[src/smw_pkg.sv]
// Operation
// - Address and data lead the strobe fall by the strobe setup count.
// - The write strobe stays low for exactly the strobe pulse count.
// - Address and data stay for the strobe hold count after the strobe rises.
// - Write select timing has its own settings, apart from read timing.
// - The address leads the chip-select fall by the chip-select setup count.
// - Chip select stays low for exactly the chip-select pulse count.
// - The address stays for the select hold count after chip select rises.
// - A write cycle runs from the address being driven until it may change.
// - Cycle length equals setup+pulse+hold for strobe and for chip select.
// - Each chip select has its own strobe and select timings in whole clocks.
// - One cycle length per chip select governs both strobe and chip select.
// - Strobe hold is cycle length minus strobe setup minus strobe pulse.
package smw_pkg;
    localparam int unsigned NUM_CS = 4;
    localparam int unsigned CS_W = 2;
    localparam int unsigned ADDR_W = 24;
    localparam int unsigned DATA_W = 16;
    localparam int unsigned CNT_W = 8;
    localparam logic [CNT_W-1:0] CNT_ONE = 8'h01;
    localparam logic [CNT_W-1:0] CNT_ZERO = 8'h00;

    // One write request as carried through the buffer
    typedef struct packed {
        logic [CS_W-1:0] cs;
        logic [ADDR_W-1:0] addr;
        logic [DATA_W-1:0] data;
    } smw_req_s;

    // Per chip-select write timing, all counts in clock cycles
    typedef struct packed {
        logic [CNT_W-1:0] we_setup_cycles;
        logic [CNT_W-1:0] we_pulse_cycles;
        logic [CNT_W-1:0] cs_wr_setup_cycles;
        logic [CNT_W-1:0] cs_wr_pulse_cycles;
        logic [CNT_W-1:0] write_cycle_length;
    } smw_timing_s;

    typedef enum logic [1:0] {
        ST_IDLE = 2'b00,
        ST_LOAD = 2'b01,
        ST_RUN = 2'b11
    } smw_state_e;
endpackage

[src/smw_write_engine.sv]
// Write waveform generator with a two-entry request buffer in front.
module smw_write_engine (
    // Clock and reset
    input wire logic clk_sys,
    input wire logic sys_rst,
    // Per chip-select timing settings
    input wire smw_pkg::smw_timing_s timing [smw_pkg::NUM_CS],
    // Request stream
    input wire logic req_valid,
    output logic req_ready,
    input wire smw_pkg::smw_req_s req,
    // Memory pins
    output logic [smw_pkg::ADDR_W-1:0] mem_addr,
    output logic [smw_pkg::DATA_W-1:0] mem_data_out,
    output logic mem_data_oe_n,
    output logic write_strobe_n,
    output logic [smw_pkg::NUM_CS-1:0] chip_select_n,
    // Status
    output logic busy,
    output logic timing_error
);
    import smw_pkg::*;

    // Two-entry buffer: fill side and drain side pointers
    smw_req_s buf_reg [2];
    smw_req_s buf_next [2];
    logic [1:0] count_reg, count_next;
    logic rd_ptr_reg, rd_ptr_next, wr_ptr_reg, wr_ptr_next;
    logic buf_push, buf_pop;
    smw_req_s head;

    // Engine state
    smw_state_e state_reg, state_next;
    smw_req_s cur_reg, cur_next;
    smw_timing_s tim_reg, tim_next;
    logic [CNT_W-1:0] cnt_reg, cnt_next;
    logic [ADDR_W-1:0] addr_reg, addr_next;
    logic [DATA_W-1:0] data_reg, data_next;
    logic oe_n_reg, oe_n_next;
    logic we_n_reg, we_n_next;
    logic [NUM_CS-1:0] cs_n_reg, cs_n_next;
    logic err_reg, err_next;
    logic ready_reg, ready_next;
    logic busy_reg, busy_next;
    smw_timing_s sel_t;
    logic [CNT_W:0] we_end, cs_end;

    // Sizes checked at elaboration; the select decode needs 2**CS_W selects
    if (NUM_CS != (1 << CS_W) || CNT_W < 2) begin : g_bad_sizes
        $error("smw_write_engine: unsupported sizes");
    end

    assign head = buf_reg[rd_ptr_reg];
    assign buf_push = req_valid && ready_reg;
    // Engine drains only when idle, so a busy bus back-pressures the source
    assign buf_pop = (state_reg == ST_IDLE) && (count_reg != 2'h0);
    assign sel_t = timing[head.cs];

    // Pulse ends one bit wider, so large settings cannot wrap the compare
    assign we_end = {1'b0, tim_reg.we_setup_cycles}
        + {1'b0, tim_reg.we_pulse_cycles};
    assign cs_end = {1'b0, tim_reg.cs_wr_setup_cycles}
        + {1'b0, tim_reg.cs_wr_pulse_cycles};

    // Buffer next state
    always_comb begin
        buf_next = buf_reg;
        wr_ptr_next = wr_ptr_reg;
        rd_ptr_next = rd_ptr_reg;
        count_next = count_reg;
        if (buf_push) begin
            buf_next[wr_ptr_reg] = req;
            wr_ptr_next = ~wr_ptr_reg;
        end
        if (buf_pop) begin
            rd_ptr_next = ~rd_ptr_reg;
        end
        case ({buf_push, buf_pop})
            2'b10: count_next = count_reg + 2'h1;
            2'b01: count_next = count_reg - 2'h1;
            default: count_next = count_reg;
        endcase
        ready_next = (count_next < 2'h2);
    end

    // Buffer registers; ready is registered so it drives straight out
    always_ff @(posedge clk_sys or posedge sys_rst) begin
        if (sys_rst) begin
            buf_reg[0] <= '0;
            buf_reg[1] <= '0;
            wr_ptr_reg <= 1'b0;
            rd_ptr_reg <= 1'b0;
            count_reg <= 2'h0;
            ready_reg <= 1'b0;
        end else begin
            buf_reg <= buf_next;
            wr_ptr_reg <= wr_ptr_next;
            rd_ptr_reg <= rd_ptr_next;
            count_reg <= count_next;
            ready_reg <= ready_next;
        end
    end

    // Waveform next state; cnt counts cycles elapsed within the cycle.
    // Each pin is a pure function of cnt, so setup/pulse/hold are exact.
    always_comb begin
        state_next = state_reg;
        cur_next = cur_reg;
        tim_next = tim_reg;
        cnt_next = cnt_reg;
        addr_next = addr_reg;
        data_next = data_reg;
        oe_n_next = oe_n_reg;
        we_n_next = 1'b1;
        cs_n_next = '1;
        err_next = err_reg;
        case (state_reg)
            ST_IDLE: begin
                oe_n_next = 1'b1;
                if (buf_pop) begin
                    cur_next = head;
                    tim_next = sel_t;
                    state_next = ST_LOAD;
                end
            end
            ST_LOAD: begin
                // Address and data go out; this is cycle 0 of the write
                addr_next = cur_reg.addr;
                data_next = cur_reg.data;
                oe_n_next = 1'b0;
                cnt_next = CNT_ZERO;
                // Flag settings whose strobe or select would overrun
                err_next = (we_end > {1'b0, tim_reg.write_cycle_length})
                    || (cs_end > {1'b0, tim_reg.write_cycle_length});
                if (tim_reg.we_setup_cycles == CNT_ZERO
                        && tim_reg.we_pulse_cycles != CNT_ZERO) begin
                    we_n_next = 1'b0;
                end
                if (tim_reg.cs_wr_setup_cycles == CNT_ZERO
                        && tim_reg.cs_wr_pulse_cycles != CNT_ZERO) begin
                    cs_n_next[cur_reg.cs] = 1'b0;
                end
                if (tim_reg.write_cycle_length <= CNT_ONE) begin
                    state_next = ST_IDLE;
                end else begin
                    state_next = ST_RUN;
                end
            end
            ST_RUN: begin
                cnt_next = cnt_reg + CNT_ONE;
                // Strobe low from setup to setup+pulse; hold is the rest
                if (cnt_next >= tim_reg.we_setup_cycles
                        && {1'b0, cnt_next} < we_end) begin
                    we_n_next = 1'b0;
                end
                if (cnt_next >= tim_reg.cs_wr_setup_cycles
                        && {1'b0, cnt_next} < cs_end) begin
                    cs_n_next[cur_reg.cs] = 1'b0;
                end
                // Address only released after the whole cycle count
                if (cnt_next + CNT_ONE >= tim_reg.write_cycle_length) begin
                    state_next = ST_IDLE;
                end
            end
            default: begin
                state_next = ST_IDLE;
            end
        endcase
        // Busy from the pop until the last pin cycle has gone out
        busy_next = (state_next != ST_IDLE) || (state_reg != ST_IDLE);
    end

    // Waveform registers
    always_ff @(posedge clk_sys or posedge sys_rst) begin
        if (sys_rst) begin
            state_reg <= ST_IDLE;
            cur_reg <= '0;
            tim_reg <= '0;
            cnt_reg <= CNT_ZERO;
            addr_reg <= '0;
            data_reg <= '0;
            oe_n_reg <= 1'b1;
            we_n_reg <= 1'b1;
            cs_n_reg <= '1;
            err_reg <= 1'b0;
            busy_reg <= 1'b0;
        end else begin
            state_reg <= state_next;
            cur_reg <= cur_next;
            tim_reg <= tim_next;
            cnt_reg <= cnt_next;
            addr_reg <= addr_next;
            data_reg <= data_next;
            oe_n_reg <= oe_n_next;
            we_n_reg <= we_n_next;
            cs_n_reg <= cs_n_next;
            err_reg <= err_next;
            busy_reg <= busy_next;
        end
    end

    // Low-time counters of the pins; they let the pulse checks cover any
    // programmed length rather than one fixed value
    logic [CNT_W-1:0] we_low_reg, we_low_next;
    logic [CNT_W-1:0] cs_low_reg, cs_low_next;

    always_comb begin
        we_low_next = CNT_ZERO;
        cs_low_next = CNT_ZERO;
        if (!we_n_reg) begin
            we_low_next = we_low_reg + CNT_ONE;
        end
        if (!(&cs_n_reg)) begin
            cs_low_next = cs_low_reg + CNT_ONE;
        end
    end

    // Counter registers
    always_ff @(posedge clk_sys or posedge sys_rst) begin
        if (sys_rst) begin
            we_low_reg <= CNT_ZERO;
            cs_low_reg <= CNT_ZERO;
        end else begin
            we_low_reg <= we_low_next;
            cs_low_reg <= cs_low_next;
        end
    end

    assign req_ready = ready_reg;
    assign mem_addr = addr_reg;
    assign mem_data_out = data_reg;
    assign mem_data_oe_n = oe_n_reg;
    assign write_strobe_n = we_n_reg;
    assign chip_select_n = cs_n_reg;
    assign busy = busy_reg;
    assign timing_error = err_reg;

    // Strobe low only inside the drive window, over a steady address; a
    // zero setup lowers it in the very cycle the address first appears
    property p_addr_stable_strobe;
        @(posedge clk_sys) disable iff (sys_rst)
        !write_strobe_n |-> !mem_data_oe_n
            && (($stable(mem_addr) && $stable(mem_data_out))
            || $fell(mem_data_oe_n));
    endproperty
    a_addr_stable_strobe: assert property (p_addr_stable_strobe)
        else $error("address moved while write strobe low");

    property p_strobe_pulse_len;
        @(posedge clk_sys) disable iff (sys_rst)
        $fell(write_strobe_n) && !timing_error
            && tim_reg.we_pulse_cycles == 8'h02 |->
            !write_strobe_n ##1 !write_strobe_n ##1 write_strobe_n;
    endproperty
    a_strobe_pulse_len: assert property (p_strobe_pulse_len)
        else $error("write strobe pulse length wrong");

    property p_hold_after_strobe;
        @(posedge clk_sys) disable iff (sys_rst)
        $rose(write_strobe_n) && state_reg == ST_RUN |-> $stable(mem_addr);
    endproperty
    a_hold_after_strobe: assert property (p_hold_after_strobe)
        else $error("address changed at strobe rise");

    property p_cs_addr_stable;
        @(posedge clk_sys) disable iff (sys_rst)
        !(&chip_select_n) |-> !mem_data_oe_n
            && ($stable(mem_addr) || $fell(mem_data_oe_n));
    endproperty
    a_cs_addr_stable: assert property (p_cs_addr_stable)
        else $error("address moved while chip select low");

    property p_one_cs;
        @(posedge clk_sys) disable iff (sys_rst)
        $onehot0(~chip_select_n);
    endproperty
    a_one_cs: assert property (p_one_cs)
        else $error("more than one chip select low");

    // Any programmed strobe pulse, unless the settings were flagged
    property p_strobe_low_count;
        @(posedge clk_sys) disable iff (sys_rst)
        $rose(write_strobe_n) && !timing_error |->
            we_low_reg == tim_reg.we_pulse_cycles;
    endproperty
    a_strobe_low_count: assert property (p_strobe_low_count)
        else $error("write strobe low for the wrong number of clocks");

    property p_select_low_count;
        @(posedge clk_sys) disable iff (sys_rst)
        $rose(&chip_select_n) && !timing_error |->
            cs_low_reg == tim_reg.cs_wr_pulse_cycles;
    endproperty
    a_select_low_count: assert property (p_select_low_count)
        else $error("chip select low for the wrong number of clocks");

    property p_idle_high;
        @(posedge clk_sys) disable iff (sys_rst)
        state_reg == ST_IDLE && $past(state_reg) == ST_IDLE |->
            write_strobe_n && (&chip_select_n);
    endproperty
    a_idle_high: assert property (p_idle_high)
        else $error("strobe or select low while idle");

    property p_no_overrun;
        @(posedge clk_sys) disable iff (sys_rst)
        state_reg == ST_RUN |-> cnt_reg < tim_reg.write_cycle_length;
    endproperty
    a_no_overrun: assert property (p_no_overrun)
        else $error("write cycle ran past its length");

    property p_buf_honest;
        @(posedge clk_sys) disable iff (sys_rst)
        count_reg == 2'h2 |-> !req_ready;
    endproperty
    a_buf_honest: assert property (p_buf_honest)
        else $error("ready high while buffer full");
endmodule // smw_write_engine

[config.mk]
export PLATFORM = sky130hd
export DESIGN_NAME = smw_write_engine
export DESIGN_NICKNAME = d
export VERILOG_FILES = /design/src/smw_pkg.sv /design/src/smw_write_engine.sv
export SDC_FILE = /design/constraint.sdc
export NUM_CORES = 1
export LEC_CHECK = 0
export ABC_AREA = 1
export BUFFER_PORTS_ARGS = -buffer_cell sky130_fd_sc_hd__buf_4
export CAP_MARGIN = 25
export CORE_MARGIN = 2
export CORE_UTILIZATION = 56
export DETAILED_ROUTE_END_ITERATION = 10
export HOLD_SLACK_MARGIN = 0.08
export PLACE_DENSITY = 0.77
export SYNTH_ARGS = -nofsm -noshare
export SYNTH_HDL_FRONTEND = slang
export SYNTH_SLANG_ARGS = --single-unit
[constraint.sdc]
create_clock -name clk_sys -period 7.5 [get_ports clk_sys]
set_clock_uncertainty 0.05 [all_clocks]
set_input_delay 0.375 -clock clk_sys [delete_from_list [all_inputs] [get_ports clk_sys]]
set_output_delay 0.375 -clock clk_sys [all_outputs]
set_load 0.02 [all_outputs]
Word level (Yosys, flattened, before mapping)
Index checks and enable logic that the tools add are counted.
Storage, ports and cells
  register bits after elaboration: 229
  input bits: 205
  output and inout port bits: 49
Cells by class
  $add $sub $neg: 6
  order comparisons: 15
  eq/ne operators: 4
  mux-type cells: 24
  bitwise gates (word level): 6
  reductions and logical operators: 21
Operators with widths (count)
  2-to-1 mux 42 bit: 4
  bitwise mux 84 bit: 1
  binary-select mux 40 bit (select 2 bit): 1
  2-to-1 mux 40 bit: 2
  demux 42 bit (select 1 bit): 1
  >= comparator 8 bit: 3
  adder 8 x 8 -> 9 bit: 2
  greater-than comparator 9 x 8 -> 1 bit: 2
  < comparator 8 x 9 -> 1 bit: 2
  adder 8 x 1 -> 8 bit (second input constant): 2
  logical NOT 8 bit: 2
  one-hot mux 8 bit (2 select lines): 1
  nonzero test 8 bit: 2
  nonzero test 2 bit: 5
  <= comparator 8 x 1 -> 1 bit (second input constant): 1
  logical AND 1 bit: 8
  2-to-1 mux 4 bit: 2
  one-hot mux 4 bit (2 select lines): 1
  2-to-1 mux 2 bit: 3
  one-hot mux 2 bit (3 select lines): 1
  == test 2 x 1 -> 1 bit (second input constant): 2
  == test 2 bit (second input constant): 2
  >= comparator 2 bit (second input constant): 2
  inverter 1 -> 2 bit: 2
  17 further kinds: 22

Logic depth before layout (Yosys ltp)
  depth in word-level cells: 8
  depth in mapped cells: 19
  mapped depth without buffers: 19

Worst setup path before layout
OpenSTA, ideal clock, no wires.
  path kind: register to register
  start point: register cnt_reg[1]
  end point: register busy_reg (netlist: busy)
  library setup time: 143 ps
  data arrival time: 2472 ps
  data required time: 7307 ps
  setup slack: 4835 ps
  cell stages (with the launch flop): 18
  path buffers: 0
  period minus slack after synthesis: 2665 ps
  path through: dfrtp_1 ha_1 nand2_1 nor2_1 nand2_1 xor2_1 inv_1 nor3_2 xor2_1 inv_1 ha_1 nand2_1 nor2_1 nand2_1 o211ai_1 a21oi_1 nand3_1 nand4_1
Between the ends
  longest elaborated chain between the ends: 7
RTL lines
  from (decl): RTL line smw_write_engine.sv:36  | logic [CNT_W-1:0] cnt_reg, cnt_next;
  from (signal assigned): RTL line smw_write_engine.sv:191  | cnt_reg <= cnt_next;
  adder 8 x 1 -> 8 bit: RTL line smw_write_engine.sv:150  | cnt_next = cnt_reg + CNT_ONE;
  adder 8 x 1 -> 8 bit: RTL line smw_write_engine.sv:161  | if (cnt_next + CNT_ONE >= tim_reg.write_cycle_length) begin
  >= comparator 8 bit: RTL line smw_write_engine.sv:161
  2-to-1 mux 2 bit: RTL line smw_write_engine.sv:161
  one-hot mux 2 bit (3 select lines): RTL line smw_write_engine.sv:117  | case (state_reg)
  nonzero test 2 bit: RTL line smw_write_engine.sv:170  | busy_next = (state_next != ST_IDLE) || (state_reg != ST_IDLE);
  logical OR 1 bit: RTL line smw_write_engine.sv:170
  named net busy_next: RTL line smw_write_engine.sv:44  | logic busy_reg, busy_next;
  to (signal assigned): RTL line smw_write_engine.sv:198  | busy_reg <= busy_next;
  to (decl): RTL line smw_write_engine.sv:44
The timed path passes the listed nets, and every way through them passes these cells.
A chain may end at the register's enable or synchronous reset.

Worst setup path in the final report
  start point: register rd_ptr_reg
  end point: register tim_reg[17] (netlist bit)
Between the ends
  longest elaborated chain between the ends: 8
RTL lines
  from (decl): RTL line smw_write_engine.sv:28  | logic rd_ptr_reg, rd_ptr_next, wr_ptr_reg, wr_ptr_next;
  from (signal assigned): RTL line smw_write_engine.sv:98  | rd_ptr_reg <= rd_ptr_next;
  inverter 1 -> 2 bit (implied by the code): RTL line smw_write_engine.sv:53  | assign head = buf_reg[rd_ptr_reg];
  2-to-1 mux 42 bit (implied by the code) (3 in a row): RTL line smw_write_engine.sv:53
  inverter 2 -> 3 bit (implied by the code): RTL line smw_write_engine.sv:57  | assign sel_t = timing[head.cs];
  binary-select mux 40 bit (select 2 bit): RTL line smw_write_engine.sv:57
  2-to-1 mux 40 bit (implied by the code) (2 in a row): RTL line smw_write_engine.sv:57
  to (signal assigned): RTL line smw_write_engine.sv:190  | tim_reg <= tim_next;
  to (decl): RTL line smw_write_engine.sv:35  | smw_timing_s tim_reg, tim_next;
Every way passes these cells. The select of a mux whose other input is x is not followed.

==> flow_summary.toml <==
[cts]
htree_num_levels = 1
cts_tree = "yes"
clkLatencyLatePin_ns = 0.54
cts_resized = 0
max-clock-path-buffers = 3
post_cts_buffers = 0
root_buffer = "clkbuf_16"
clkTransAtPathRegs_ns = 0.07
cts_sinks = 229
cts_inserted_buffers = 25
hold_buffers = 58

[die]
fp.dieArea_um2 = 23300
die_x_um = 153
ios = 254
start_util_pct = 56.8
fp-row-count = 54
die_h_um = 153
core_um2 = 21800

[global_routing]
overflow = 0
antenna_found_initial = 3
grt_pass1_wl_um = 59600
grt_usage_pct = 31.7
grt_max_degree = 126
grt_pass1_vias = 11652

[setup_path]
crit_required_ns = 7.91
cp_max_fo = 82
worst_r2r_startpoint = "rd_ptr_reg"
critPathLaunch = "rd_ptr_reg"
worst_r2r_path_depth = 8
crit_end = "tim_reg[17]"
r2r-end = "tim_reg[17]"
crit_arrival_ns = 3.99
critical_path.slowest_cell = "inv_2"
rrSetupSlack_ns = 3.92
criticalPathCategory = "flop to flop"
cpPeakStageDelay_ns = 0.69
cp-end-kind = "flop"
critPathLaunchType = "flop"
path_cells = "buf_4, inv_2, or2_4, nand2_4, inv_2, buf_4, o21ai_0, a31oi_1"

[sta]
layout_setup_ws_ns = 3.92
max_slew_margin_pct = 34.7
final-hold-violation-count = 0
period_needed_ns = 3.58
finalCritPeriodShare_pct = 47.7
slew_viol_final = 0
hold_ws_ns = 0.0873
final.setup.tns_ns = 0
setup_viol_count_final = 0
fmax_ghz = 0.280
tightest_slew_ns = 0.979
rsz0062_at_grt = "false"

[power_and_ir_drop]
ir_drop_uv = 269
power_density_nw_per_um2 = 486
total_power_mw = 7.66
p_leak_nw = 8.04

[yosys]
ys_seq_elements = 229
syn_area_um2 = 12400
synth_edf_count = 0
async_flop_share_pct = 100
yosysSeqAreaShare_pct = 46.4
synthCells = 1575
synth_cell_type_count = 44
syn-num-nets = 1853
ys_warn_count = 0
synthFlopType = "dfrtp_1"
syn_area_per_cell_um2 = 7.84

[placement]
port_buffers = 253
hpwl_um = 25500
gp_congestion = 0.939
pre_cts_ws_ns = 4.03

[job]
drv_cap = 0

[detailed_routing]
ant_nets = 0
vias = 11763
drcViolationCount = 0
wl_per_cell_um = 17.4
first_pass_iters = 6
via_per_inst = 5.48
wirelength_um = 37300
first_iter_violations = 711

[hold_path]
min_path_cells = 3
holdCritPathClass = "input port to flop"

[cells_and_area]
layout_common_cells = "nand2_1, nor2_1, buf_4, dfrtp_1, inv_1"
area_delta_synth_final_pct = 27.8
fin_nets = 2122
largest_reg_flops = 84
drive_gt1_share_pct = 17.7
layout_commonest_cell = "nand2_1"

[run_status]
status = "complete, no violations"
## where the power goes
part	internal, mW	total [mW]	switching (mW)
logic	1.49	4.07	2.59
clock network	0.790	1.32	0.529
registers	1.83	2.27	0.441
## synth_stat cells (4+ instances only)
| cell | instances | area (um^2) |
|---|---|---|
| buf_2 | 22 | 110 |
| buf_4 | 8 | 60.1 |
| o21ai_0 | 140 | 701 |
| inv_1 | 143 | 537 |
| ha_1 | 71 | 888 |
| nand4_1 | 12 | 75.1 |
| o22ai_1 | 4 | 25.0 |
| nor4_1 | 4 | 25.0 |
| o21bai_1 | 4 | 30.0 |
| nand2_1 | 386 | 1450 |
| a21oi_1 | 33 | 165 |
| clkbuf_1 | 41 | 154 |
| o21ai_1 | 40 | 200 |
| dfrtp_1 | 223 | 5580 |
| inv_2 | 4 | 15.0 |
| a31oi_1 | 80 | 500 |
| dfstp_2 | 6 | 158 |
| buf_6 | 7 | 78.8 |
| nand3_1 | 22 | 110 |
| xor2_1 | 21 | 184 |
| nor2_1 | 269 | 1010 |
## metrics by stage
step / instance area [um^2] / utilization [%] / cells
CTS: 15800 / 72.5 / 2143
finish: 15800 / 72.6 / 2146
global placement: 14300 / 65.7 / 2038
global route: 15800 / 72.6 / 2146
detailed placement: 14300 / 65.8 / 2039
floorplan: 12400 / - / 1575
## worst min path at each step
stage | startpoint | endpoint | slack (ns)
4_1_cts | req[4] | buf_reg[4] | 0.08
2_1_floorplan | buf_reg[41] | buf_reg[41] | 0.40
3_5_place_dp | sys_rst | tim_reg[23] | 0.32
3_3_place_gp | cur_reg[20] | mem_addr[4] | 0.41
5_1_grt | timing[150] | tim_reg[30] | 0.09
6_report | timing[136] | tim_reg[16] | 0.09
## layer usage
layer | global-route usage (%) | vias up | part of all wire [%]
li1 | - | 5646 | -
met2 | 53.7 | 455 | 49
met4 | 14.0 | 0 | 4.6
met5 | 0 | - | 0
met3 | 6.14 | 114 | 7.2
met1 | 39.9 | 5548 | 39
## area by class of cell
cell class,count,area [um^2]
timing repair buffer,321,2570
clock buffer,33,686
multi-input combinational,1120,5670
fill,1725,5970
clock inverter,13,193
inverter,147,562
sequential,229,5740
tap,280,350
antenna,3,7.51
## critical path: cells and delay by family, from the launching register on
family	cells	cell delay (ns)
AOI/OAI and AO/OA	2	0.44
buffers and inverters	4	1.77
DFF	1	0.36
and+or+nand+nor	2	0.68
## cells by family (layout without fill, tap and decap cells)
kind of cell               after synthesis  after routing  share of synthesized area [%]
AOI/OAI and AO/OA                      313            313                           13.9
xor gates and xnor gates                24             24                           1.70
adders and majority gates               73             73                           7.52
buffers and inverters                  226            514                           7.76
DFF                                    229            229                           46.4
other                                    0              3                              0
and+or+nand+nor                        710            710                           22.7
No activity file was read; power rests on OpenSTA's default activity.
